## src/core/gopd_pkg.sv

```systemverilog
// Constants, register map and carrier types of the gauge option decoder
// Assumes a single 10 MHz system clock
package gopd_pkg;
  localparam int CLK_HZ         = 10_000_000;
  localparam int SLEEP_TIME_MS  = 2000;
  localparam int FLAG_DELAY_MS  = 1000;
  localparam int SLEEP_CYC      = SLEEP_TIME_MS * (CLK_HZ / 1000);
  localparam int FLAG_DELAY_CYC = FLAG_DELAY_MS * (CLK_HZ / 1000);
  // Register indices; byte address is four times the index
  localparam logic [9:0] IDX_GAUGE = 10'h029;
  localparam logic [9:0] IDX_MHIGH = 10'h02a;
  localparam logic [9:0] IDX_MLOW  = 10'h02b;
  localparam logic [9:0] IDX_MISC2 = 10'h139;
  localparam logic [9:0] IDX_PFCFG = 10'h11f;
  localparam logic [9:0] IDX_PCT   = 10'h300;
  localparam logic [9:0] IDX_CTRL  = 10'h301;
  localparam logic [9:0] IDX_STAT  = 10'h302;
  // Gauge option byte fields
  localparam int GB_FIXED = 7;
  localparam int GB_SYNC  = 6;
  localparam int GB_LEARN = 5;
  localparam int GB_COMP  = 4;
  localparam int GB_SRC   = 3;
  localparam int GB_OVB   = 2;
  localparam int GB_CONT  = 1;
  localparam int GB_ONCE  = 0;
  // Misc option high byte fields (b15..b8 held as 7..0), then the low byte field
  localparam int MH_SENS  = 7;
  localparam int MH_ZERO  = 6;
  localparam int MH_FEC   = 5;
  localparam int MH_SLP   = 4;
  localparam int MH_OT    = 3;
  localparam int MH_CLED  = 2;
  localparam int MH_ONE   = 1;
  localparam int MH_VOD   = 0;
  localparam int ML_ALED  = 7;
  // Misc option 2 fields, then the failure config and control register fields
  localparam int M2_REMAP = 0;
  localparam int M2_ICLMP = 1;
  localparam int M2_CHARGE_LEVEL_CAP  = 2;
  localparam int M2_VCLMP = 3;
  localparam int M2_DEPF  = 4;
  localparam int PF_FE    = 3;
  localparam int CTRL_RELOAD = 0;
  // Reset values, then the cell command bases and the charge level cap
  localparam logic [7:0] RST_GAUGE = 8'h00;
  localparam logic [7:0] RST_MHIGH = 8'h02;
  localparam logic [7:0] RST_MLOW  = 8'h00;
  localparam logic [7:0] RST_MISC2 = 8'h00;
  localparam logic [7:0] RST_PFCFG = 8'h00;
  localparam logic [7:0] RST_PCT   = 8'h64;
  localparam logic [7:0] CMD_CELL_STD = 8'h3c;
  localparam logic [7:0] CMD_CELL_ALT = 8'h38;
  localparam logic [7:0] SOC_CAP      = 8'h63;

  typedef struct packed {
    logic             term;
    logic [15:0]      pack_v;
    logic [15:0]      min_cell;
    logic [15:0]      max_cell;
    logic [15:0]      safety_v;
    logic [15:0]      precharge_v;
    logic [15:0]      full_cap;
    logic [2:0][15:0] th_stored;
    logic [2:0][15:0] th_comp;
    logic [2:0]       cells;
    logic             overheat;
    logic             smb_clk;
    logic             smb_dat;
    logic             discharging_flag;
    logic             fc;
    logic             depleted;
    logic             cell_ov_raw;
    logic             cell_uv_raw;
    logic             cap_alarm;
    logic             cmd_valid;
    logic [7:0]       cmd;
    logic [15:0]      chg_cur_req;
    logic [15:0]      chg_volt_req;
    logic [7:0]       relative_charge_level_raw;
    logic [7:0]       absolute_charge_level_raw;
  } gopd_in_t;

  typedef struct packed {
    logic             rm_load;
    logic [15:0]      rm_value;
    logic             learn_indep;
    logic [2:0][15:0] th_out;
    logic [15:0]      eod_volt;
    logic             ov_fault;
    logic             mid_cont;
    logic             mid_once;
    logic             sensor_int;
    logic             fe_check;
    logic             fe_pf_detect;
    logic             sleep;
    logic             fet_ot_off;
    logic             led_en;
    logic             led_blink;
    logic             led_off;
    logic             cell_over;
    logic             cell_under;
    logic             cell_hit;
    logic [1:0]       cell_idx;
    logic [15:0]      chg_current;
    logic [15:0]      chg_voltage;
    logic [7:0]       relative_charge_level;
    logic [7:0]       absolute_charge_level;
    logic             chg_fet_on;
  } gopd_out_t;

  typedef struct packed {
    logic [5:0][7:0] stage;
    logic [5:0][7:0] act;
    logic            load_pend;
    logic            once_done;
    logic            term_seen;
    logic [31:0]     slp_cnt;
    logic [31:0]     ov_cnt;
    logic [31:0]     uv_cnt;
    logic            dph;
    logic            dwr;
    logic [9:0]      didx;
    logic [31:0]     hrdata;
    logic            hready;
    gopd_out_t       out;
  } gopd_state_t;
endpackage

```

## src/core/gopd_top.sv

```systemverilog
// Option decoder: AHB-Lite option registers decoded into gauge controls
// Assumes all gauge inputs are synchronous to CLOCK_I
`timescale 1ns/1ps
module gopd_top #(
  parameter int unsigned SLEEP_CYCLES = gopd_pkg::SLEEP_CYC,
  parameter int unsigned DELAY_CYCLES = gopd_pkg::FLAG_DELAY_CYC
) (
  // Clock, reset, enable
  input  wire logic              CLOCK_I,
  input  wire logic              ARST_N_I,
  input  wire logic              CE_I,
  // AHB-Lite slave
  input  wire logic              HSEL_I,
  input  wire logic [31:0]       HADDR_I,
  input  wire logic [1:0]        HTRANS_I,
  input  wire logic              HWRITE_I,
  input  wire logic [2:0]        HSIZE_I,
  input  wire logic [31:0]       HWDATA_I,
  input  wire logic              HREADY_I,
  output logic                   HREADYOUT_O,
  output logic                   HRESP_O,
  output logic [31:0]            HRDATA_O,
  // Gauge side
  input  wire gopd_pkg::gopd_in_t GAUGE_I,
  output gopd_pkg::gopd_out_t    GAUGE_O
);
  if (SLEEP_CYCLES < 1 || SLEEP_CYCLES > 32'h7fffffff) begin : g_chk_sleep
    $error("SLEEP_CYCLES out of range");
  end
  if (DELAY_CYCLES < 1 || DELAY_CYCLES > 32'h7fffffff) begin : g_chk_delay
    $error("DELAY_CYCLES out of range");
  end

  localparam int S_GAUGE = 0;
  localparam int S_MHIGH = 1;
  localparam int S_MLOW  = 2;
  localparam int S_MISC2 = 3;
  localparam int S_PFCFG = 4;
  localparam int S_PCT   = 5;
  localparam logic [5:0][7:0] RST_SET = {gopd_pkg::RST_PCT, gopd_pkg::RST_PFCFG,
    gopd_pkg::RST_MISC2, gopd_pkg::RST_MLOW, gopd_pkg::RST_MHIGH, gopd_pkg::RST_GAUGE};

  gopd_pkg::gopd_state_t s_reg;
  gopd_pkg::gopd_state_t s_next;

  // Saturating counter of cycles a condition has held
  function automatic logic [31:0] step_cnt(input logic [31:0] cnt, input logic on,
                                           input logic [31:0] lim);
    if (!on) return 32'h0;
    if (cnt >= lim) return lim;
    return cnt + 32'h1;
  endfunction

  function automatic logic [7:0] cap_soc(input logic [7:0] v, input logic on);
    return (on && v > gopd_pkg::SOC_CAP) ? gopd_pkg::SOC_CAP : v;
  endfunction

  function automatic logic [15:0] pct_of(input logic [15:0] full, input logic [7:0] pct);
    logic [23:0] p;
    p = full * pct;
    return 16'(p / 24'd100);
  endfunction

  // Read value of a register from the given staging set
  function automatic logic [31:0] rd(input logic [9:0] idx, input gopd_pkg::gopd_state_t st);
    logic [7:0] v;
    v = 8'h00;
    case (idx)
      gopd_pkg::IDX_GAUGE: v = st.stage[S_GAUGE];
      gopd_pkg::IDX_MHIGH: begin
        v = st.stage[S_MHIGH];
        v[gopd_pkg::MH_ZERO] = 1'b0;
        v[gopd_pkg::MH_ONE] = 1'b1;
      end
      gopd_pkg::IDX_MLOW:  v = st.stage[S_MLOW];
      gopd_pkg::IDX_MISC2: v = st.stage[S_MISC2];
      gopd_pkg::IDX_PFCFG: v = st.stage[S_PFCFG];
      gopd_pkg::IDX_PCT:   v = st.stage[S_PCT];
      gopd_pkg::IDX_STAT:  v = {4'h0, st.out.sleep, st.term_seen, st.once_done, st.load_pend};
      default:             v = 8'h00;
    endcase
    return {24'h0, v};
  endfunction

  logic [7:0]  g;
  logic [7:0]  mh;
  logic [7:0]  ml;
  logic [7:0]  m2;
  logic        both_low;
  logic [18:0] ov_prod;
  logic [7:0]  cbase;

  always_comb begin
    s_next = s_reg;
    g  = s_reg.act[S_GAUGE];
    mh = s_reg.act[S_MHIGH];
    ml = s_reg.act[S_MLOW];
    m2 = s_reg.act[S_MISC2];
    both_low = !GAUGE_I.smb_clk && !GAUGE_I.smb_dat;
    ov_prod = GAUGE_I.max_cell * GAUGE_I.cells;
    cbase = m2[gopd_pkg::M2_REMAP] ? gopd_pkg::CMD_CELL_ALT : gopd_pkg::CMD_CELL_STD;
    // Data phase write, then address phase of the next transfer
    if (s_reg.dph && s_reg.dwr) begin
      case (s_reg.didx)
        gopd_pkg::IDX_GAUGE: s_next.stage[S_GAUGE] = HWDATA_I[7:0];
        gopd_pkg::IDX_MHIGH: s_next.stage[S_MHIGH] = HWDATA_I[7:0];
        gopd_pkg::IDX_MLOW:  s_next.stage[S_MLOW] = HWDATA_I[7:0];
        gopd_pkg::IDX_MISC2: s_next.stage[S_MISC2] = HWDATA_I[7:0];
        gopd_pkg::IDX_PFCFG: s_next.stage[S_PFCFG] = HWDATA_I[7:0];
        gopd_pkg::IDX_PCT:   s_next.stage[S_PCT] = HWDATA_I[7:0];
        gopd_pkg::IDX_CTRL:  s_next.load_pend = HWDATA_I[gopd_pkg::CTRL_RELOAD];
        default: ;
      endcase
    end
    s_next.dph = HSEL_I && HREADY_I && HTRANS_I[1];
    s_next.dwr = HWRITE_I;
    s_next.didx = HADDR_I[11:2];
    if (s_next.dph && !HWRITE_I) begin
      s_next.hrdata = rd(HADDR_I[11:2], s_next);
    end
    s_next.hready = 1'b1;
    // Staged options take effect only on a load
    if (s_reg.load_pend) begin
      s_next.act = s_reg.stage;
      // A reload request in this same cycle wins over the clear
      s_next.load_pend = s_reg.dph && s_reg.dwr && s_reg.didx == gopd_pkg::IDX_CTRL
                         && HWDATA_I[gopd_pkg::CTRL_RELOAD];
    end
    s_next.out.rm_load = GAUGE_I.term && g[gopd_pkg::GB_SYNC];
    s_next.out.rm_value = pct_of(GAUGE_I.full_cap, s_reg.act[S_PCT]);
    s_next.out.learn_indep = g[gopd_pkg::GB_LEARN];
    for (int k = 0; k < 3; k++) begin
      s_next.out.th_out[k] = g[gopd_pkg::GB_COMP] ? GAUGE_I.th_comp[k]
                                                   : GAUGE_I.th_stored[k];
      if (g[gopd_pkg::GB_FIXED] && k > 0 && s_next.out.th_out[k] < GAUGE_I.th_stored[0]) begin
        s_next.out.th_out[k] = GAUGE_I.th_stored[0];
      end
    end
    if (g[gopd_pkg::GB_FIXED]) begin
      s_next.out.th_out[0] = GAUGE_I.th_stored[0];
    end
    s_next.out.eod_volt = g[gopd_pkg::GB_SRC] ? GAUGE_I.pack_v : GAUGE_I.min_cell;
    s_next.out.ov_fault = g[gopd_pkg::GB_OVB] ? (ov_prod > {3'h0, GAUGE_I.safety_v})
                                               : (GAUGE_I.pack_v > GAUGE_I.safety_v);
    s_next.out.mid_cont = g[gopd_pkg::GB_CONT];
    s_next.out.mid_once = 1'b0;
    if (!s_reg.load_pend && !s_reg.once_done && g[gopd_pkg::GB_ONCE]) begin
      s_next.out.mid_once = 1'b1;
      s_next.once_done = 1'b1;
    end
    s_next.out.sensor_int = mh[gopd_pkg::MH_SENS];
    s_next.out.fe_check = mh[gopd_pkg::MH_FEC];
    s_next.out.fe_pf_detect = mh[gopd_pkg::MH_FEC] && s_reg.act[S_PFCFG][gopd_pkg::PF_FE];
    s_next.slp_cnt = step_cnt(s_reg.slp_cnt, both_low, 32'(SLEEP_CYCLES));
    s_next.out.sleep = !mh[gopd_pkg::MH_SLP] && both_low
                       && s_next.slp_cnt >= 32'(SLEEP_CYCLES);
    s_next.out.fet_ot_off = GAUGE_I.overheat && mh[gopd_pkg::MH_OT];
    s_next.out.led_en = GAUGE_I.discharging_flag || mh[gopd_pkg::MH_CLED];
    s_next.out.led_blink = GAUGE_I.cap_alarm && !ml[gopd_pkg::ML_ALED];
    s_next.out.led_off = GAUGE_I.cap_alarm && ml[gopd_pkg::ML_ALED];
    s_next.ov_cnt = step_cnt(s_reg.ov_cnt, GAUGE_I.cell_ov_raw, 32'(DELAY_CYCLES));
    s_next.uv_cnt = step_cnt(s_reg.uv_cnt, GAUGE_I.cell_uv_raw, 32'(DELAY_CYCLES));
    s_next.out.cell_over = GAUGE_I.cell_ov_raw && (!mh[gopd_pkg::MH_VOD]
                           || s_next.ov_cnt >= 32'(DELAY_CYCLES));
    s_next.out.cell_under = GAUGE_I.cell_uv_raw && (!mh[gopd_pkg::MH_VOD]
                            || s_next.uv_cnt >= 32'(DELAY_CYCLES));
    s_next.out.cell_hit = GAUGE_I.cmd_valid && GAUGE_I.cmd[7:2] == cbase[7:2];
    s_next.out.cell_idx = GAUGE_I.cmd[1:0];
    s_next.out.chg_current = (m2[gopd_pkg::M2_ICLMP] && GAUGE_I.discharging_flag) ? 16'h0000
                             : GAUGE_I.chg_cur_req;
    s_next.out.chg_voltage = (m2[gopd_pkg::M2_VCLMP] && GAUGE_I.fc) ? 16'h0000
                             : GAUGE_I.chg_volt_req;
    s_next.term_seen = s_reg.term_seen || GAUGE_I.term;
    s_next.out.relative_charge_level = cap_soc(GAUGE_I.relative_charge_level_raw, m2[gopd_pkg::M2_CHARGE_LEVEL_CAP] && !s_reg.term_seen);
    s_next.out.absolute_charge_level = cap_soc(GAUGE_I.absolute_charge_level_raw, m2[gopd_pkg::M2_CHARGE_LEVEL_CAP] && !s_reg.term_seen);
    s_next.out.chg_fet_on = m2[gopd_pkg::M2_DEPF] && GAUGE_I.depleted
                            && GAUGE_I.min_cell > GAUGE_I.precharge_v;
  end

  always_ff @(posedge CLOCK_I or negedge ARST_N_I) begin
    if (!ARST_N_I) begin
      s_reg <= '0;
      s_reg.stage <= RST_SET;
      s_reg.act <= RST_SET;
      s_reg.load_pend <= 1'b1;
      s_reg.hready <= 1'b1;
    end else if (CE_I) begin
      s_reg <= s_next;
    end
  end

  assign HREADYOUT_O = s_reg.hready;
  assign HRESP_O = 1'b0;
  assign HRDATA_O = s_reg.hrdata;
  assign GAUGE_O = s_reg.out;
endmodule

```

## config.mk

```make
export PLATFORM = sky130hd
export DESIGN_NAME = gopd_top
export DESIGN_NICKNAME = d
export VERILOG_FILES = /design/src/core/gopd_pkg.sv /design/src/core/gopd_top.sv
export SDC_FILE = /design/constraint.sdc
export NUM_CORES = 1
export LEC_CHECK = 0
export ABC_AREA = 1
export BUFFER_PORTS_ARGS = -buffer_cell sky130_fd_sc_hd__buf_2
export CAP_MARGIN = 20
export CORE_MARGIN = 2
export CORE_UTILIZATION = 55
export DETAILED_ROUTE_END_ITERATION = 10
export GPL_ROUTABILITY_DRIVEN = 0
export PLACE_DENSITY = 0.91
export SLEW_MARGIN = 10
export SYNTH_ARGS = -nofsm -noshare
export SYNTH_HDL_FRONTEND = slang
export SYNTH_SLANG_ARGS = --single-unit
```

## constraint.sdc

```tcl
create_clock -name CLOCK_I -period 16.6 [get_ports CLOCK_I]
set_clock_uncertainty 0.15 [all_clocks]
set_input_delay 4.15 -clock CLOCK_I [delete_from_list [all_inputs] [get_ports CLOCK_I]]
set_output_delay 4.15 -clock CLOCK_I [all_outputs]
set_load 0.02 [all_outputs]
```

==> flow_metrics.tcl, run 1 <==
set metrics [dict create \
    fin_hold_ws_ps 319 \
    period_needed_ps 15830 \
    path_clk_slew_ps 60 \
    synth_edf_count 0 \
    nNetsFinal 4742 \
    fillers 4347 \
    synth_top_flop_cell "dfrtp_1" \
    vias 26700 \
    synth_most_common_cell "nand2_1" \
    critPathSlowestCell "fa_1" \
    end_kind "flop" \
    clock_sinks 341 \
    die_h_um 232 \
    drive_gt1_share_pct 18.5 \
    power.density_nw_per_um2 68.7 \
    fmax_ghz 0.0632 \
    vdd_ir_drop_max_mv 0.0605 \
    p_leak_nw 17.5 \
    clkLatencyLatePin_ps 570 \
    die_w_um 232 \
    start_util_pct 55.6 \
    grt.overflow.total 0 \
    dpl.hpwl_um 60600 \
    yosys-top-cells-count "nand2_1 (953), inv_1 (610), o21ai_0 (348)" \
    rows 83 \
    reg2regPathDepth 93 \
    clk_path_buf_depth 3 \
    htree_levels 2 \
    placed_cells 4785 \
    hold_buffers 0 \
    yosys.cell_types.count 72 \
    synth_area_per_cell_um2 7.26 \
    cts_buffers 41 \
    grt_usage_pct 28.9 \
    worstPathArrival_ps 16180 \
    critPathMaxFanout 8 \
    synthCells 3941 \
    cts_root_buffer "clkbuf_16" \
    syn2layout_area_growth_pct 11.1 \
    grt_pass1_vias 25400 \
    vias_per_cell 5.47 \
    instances_no_fill 4879 \
    drv_slew 0 \
    synth.ff_latch_count 341 \
    path_common_cell "nand2_2" \
    avgRoutedWirePerCell_um 16.4 \
    synth_top_cell_area_share_pct 29.2 \
    path_class "in -> reg" \
    status "finished clean" \
    drt_iter0_markers 1917 \
    drc 0 \
    dieArea_um2 53800 \
    async_flop_share_pct 100 \
    setup_violations 0 \
    portBuffers 441 \
    core_area_um2 51400 \
    antenna_found_initial 13 \
    hold_class "reg -> reg" \
    worstMarginPinSlew_ps 980 \
    pin_count 518 \
    drt_pre_antenna_iters 5 \
    drt-total-wl_um 80100 \
    worstPathRequired_ps 16950 \
    synthTopCellsByArea "dfrtp_1 (29%), nand2_1 (13%), inv_1 (8.0%)" \
    synth-seq-area-share_pct 29.9 \
    yosysWarnings 0 \
    largest_reg_flops 166 \
    grt_max_degree 120 \
    drv_cap 0 \
    cts_tree "done" \
    slew_headroom_pct 34.2 \
    holdPathStages 2 \
    min_period_over_period_pct 95.4 \
    antenna_left 0 \
    grt_first_pass_wirelength_um 125000 \
    start_kind "primary input" \
    syn_area_um2 28600 \
    finalHoldViolCount 0 \
    slowest_delay_ps 540 \
    synth_largest_area_cell "dfrtp_1" \
]
[final timing paths]
check	from	endpoint	slack [ps]
worst max-delay path	GAUGE_I[171]	GAUGE_O[130]$_DFFE_PN0P_	770
worst min register to register	GAUGE_O[61]$_DFFE_PN0P_	GAUGE_O[61]$_DFFE_PN0P_	320
worst max register to register	s_reg[334]$_DFFE_PN0P_	GAUGE_O[130]$_DFFE_PN0P_	3750
worst min-delay path	GAUGE_O[61]$_DFFE_PN0P_	GAUGE_O[61]$_DFFE_PN0P_	320
min in group asynchronous	ARST_N_I	GAUGE_O[64]$_DFFE_PN0P_	3370
max in group asynchronous	ARST_N_I	g[4]$_DFFE_PN0P_	10150
[cells by family after synthesis]
kind of cell,count (synthesis),share of synthesized area [%]
other,2,0.0263
adders and majority gates,245,13.3
AOI/OAI and AO/OA,648,12.5
xor gates and xnor gates,57,1.93
buffers and inverters,955,15.0
DFF,341,29.9
and+or+nand+nor,1672,26.7
muxes,21,0.735
[final cells by class]
class / instances / area (um2) / share of cell area [%]
antenna: 8 / 20.0 / 0.0630
clock buffer: 62 / 1240 / 3.89
clock inverter: 12 / 156 / 0.492
inverter: 642 / 2430 / 7.64
multi-input combinational: 2669 / 16100 / 50.6
sequential: 341 / 8540 / 26.9
tap: 680 / 851 / 2.68
timing repair buffer: 465 / 2460 / 7.74
[cells in the final DEF (no fill, tap or decap), types with 14 or more instances in the layout]
cell         n
buf_4       22
buf_2      434
clkbuf_16   42
mux2i_1     21
xor2_1      41
nor3_1      49
nor2_1     232
a21oi_1    151
nand4_1     62
nor2_4      14
dfrtp_1    333
o22ai_1     33
fa_1        99
o21ai_1     18
nand2_1    944
nand2_2     80
inv_2       24
nor4_1      24
o21ai_0    344
inv_1      609
nand2_4     33
nand3_1    175
a31oi_1     22
conb_1      26
nand3_2     16
ha_1       139
[timing repair]
| action | in CTS | in global routing |
|---|---|---|
| setup endpoints to repair | 0 | 2 |
| setup buffers | 0 | 10 |
| resized for setup | 0 | 56 |
| hold endpoints to repair | 0 | 0 |
[metal layers]
layer	up-vias	share of wire (%)	track usage [%]
li1	12800	-	-
met1	12500	38	33.5
met2	1162	49	50.5
met3	232	7.9	5.94
met4	10	5.2	14.8
met5	-	0.077	0
[worst max-delay path, delay by kind of cell]
family	cells	cell delay, ps
compound gates	2	320
buf+inv	8	750
xor+xnor	1	260
fa+ha+maj	5	2430
simple gates	78	8220
[metrics by stage]
stage | total power [mW] | utilization [%] | setup slack [ps] | setup TNS, ps | area (um2)
2_1_floorplan | 1.17 | - | 1550 | 0 | 28700
3_3_place_gp | 1.25 | 58.4 | 464 | 0 | 30000
3_5_place_dp | 1.27 | 58.4 | 92.4 | 0 | 30000
4_1_cts | 2.20 | 61.1 | 663 | 0 | 31400
5_1_grt | 2.28 | 61.8 | -55.3 | -55.3 | 31800
6_report | 2.18 | 61.8 | 766 | 0 | 31800
[report_power, final]
part           switching [mW]  internal (mW)  total, mW
registers              0.0282          0.876      0.904
clock network           0.376          0.550      0.926
logic                   0.232          0.123      0.355
total                   0.636           1.55       2.18
Note: power is estimated with default switching activity, not from simulation.
==> run 2, diff against run 1 <==
CORE_UTILIZATION = 45   (was 55)
PLACE_DENSITY = 0.79   (was 0.91)
==> flow_metrics.tcl, run 2 (same netlist as run 1, synthesis figures left out) <==
set metrics [dict create \
    antenna_found_initial 14 \
    drive_gt1_share_pct 18.3 \
    cts_buffers 40 \
    cts_tree "done" \
    cts_root_buffer "clkbuf_16" \
    p_leak_nw 17.4 \
    drt_iter0_markers 1704 \
    power.density_nw_per_um2 68.7 \
    start_kind "primary input" \
    placed_cells 4946 \
    finalHoldViolCount 0 \
    drc 0 \
    grt_usage_pct 23.4 \
    htree_levels 2 \
    drt-total-wl_um 78100 \
    grt_first_pass_wirelength_um 126000 \
    layout_common_cells "nand2_1 (945), inv_1 (609), buf_2 (437)" \
    pre_cts_ws_ps 212 \
    portBuffers 441 \
    grt_max_degree 194 \
    design_area_um2 31800 \
    utilization_pct 50.5 \
    grt_pass1_vias 24900 \
    clock_power_share_pct 42.7 \
    grt.overflow.total 0 \
    pin_count 518 \
    fmax_ghz 0.0641 \
    rows 92 \
    drv_slew 0 \
    start_util_pct 45.4 \
    path_common_cell "nand2_2" \
    clk_path_buf_depth 3 \
    syn2layout_area_growth_pct 11.3 \
    path_class "in -> reg" \
    placed_area_um2 30200 \
    die_w_um 256 \
    die_h_um 256 \
    critPathMaxFanout 9 \
    nNetsFinal 4738 \
    combPwrFrac_pct 16.0 \
    swShare_pct 29.2 \
    seq_power_share_pct 41.3 \
    core_area_um2 63000 \
    largest_reg_flops 166 \
    finalSetupTns_ps 0 \
    setup_violations 0 \
    end_kind "flop" \
    antenna_left 0 \
    fillers 6031 \
    worstPathRequired_ps 16960 \
    hold_class "reg -> reg" \
    status "finished clean" \
    power_mw 2.19 \
    fin_hold_ws_ps 314 \
    slew_headroom_pct 21.1 \
    vias 25800 \
    clock_sinks 341 \
    worstMarginPinSlew_ps 1180 \
    setup_slack_ps 991 \
    worstPathArrival_ps 15960 \
    p_switching_uw 638 \
    vias_per_cell 5.11 \
    drv_cap 0 \
    critPathSlowestCell "fa_1" \
    vdd_ir_drop_max_mv 0.0731 \
    dpl.hpwl_um 59800 \
    dieArea_um2 65600 \
    clkLatencyLatePin_ps 580 \
    path_clk_slew_ps 60 \
    drt_pre_antenna_iters 6 \
    period_needed_ps 15610 \
    p_int_mw 1.55 \
    final_common_cell "nand2_1" \
    instances_no_fill 5036 \
    avgRoutedWirePerCell_um 15.5 \
    slowest_delay_ps 540 \
    min_period_over_period_pct 94.0 \
]
==> run 2: power by group through the flow <==
stage                     clock network (mW)  registers (mW)  logic, mW
after floorplan                            0           0.910      0.258
after global placement                     0           0.915      0.342
after detailed placement                   0           0.916      0.350
after CTS                              0.956           0.902      0.352
after global routing                   0.990           0.908      0.397
final                                  0.934           0.902      0.350
==> run 2: worst max-delay path, delay by kind of cell <==
kind,cells,cell delay [ps]
buffers and inverters,6,490
AO/OA/AOI/OAI,3,400
XOR/XNOR,1,270
adder cells (fa/ha/maj),5,2480
AND/OR/NAND/NOR,79,8170
==> run 2: worst paths after layout <==
kind                                        startpoint                        to  slack, ps  cells past startpoint
min in group asynchronous                     ARST_N_I    GAUGE_O[2]$_DFFE_PN0P_       3420                      1
worst max register to register  s_reg[335]$_DFFE_PN0P_  GAUGE_O[130]$_DFFE_PN0P_       3960                     91
max in group asynchronous                     ARST_N_I  GAUGE_O[109]$_DFFE_PN0P_      11330                      2
worst max-delay path                      GAUGE_I[174]  GAUGE_O[130]$_DFFE_PN0P_        990                     94
worst min register to register        g[1]$_DFFE_PN0P_   GAUGE_O[63]$_DFFE_PN0P_        310                      2
worst min-delay path                  g[1]$_DFFE_PN0P_   GAUGE_O[63]$_DFFE_PN0P_        310                      2
==> run 2: metal layers <==
metal	GRT usage, %	part of all wire, %
met5	0	0.15
met1	28.1	41
met4	10.5	4.6
met2	40.4	47
met3	4.66	7.2
==> run 2: area by class of cell <==
class / count / area, um2 / area share [%]
Antenna cell: 4 / 10.0 / 0.0315
Clock buffer: 55 / 1110 / 3.48
Clock inverter: 17 / 268 / 0.841
Inverter: 642 / 2430 / 7.63
Multi-Input combinational cell: 2669 / 16000 / 50.2
Sequential cell: 341 / 8540 / 26.8
Tap cell: 846 / 1060 / 3.33
Timing Repair Buffer: 462 / 2430 / 7.63
==> run 2: timing repair <==
action / 4_1_cts / 5_1_grt
endpoints found under the setup margin: 0 / 2
resized for setup: 0 / 35
hold buffers: 0 / 0
setup buffers: 0 / 12
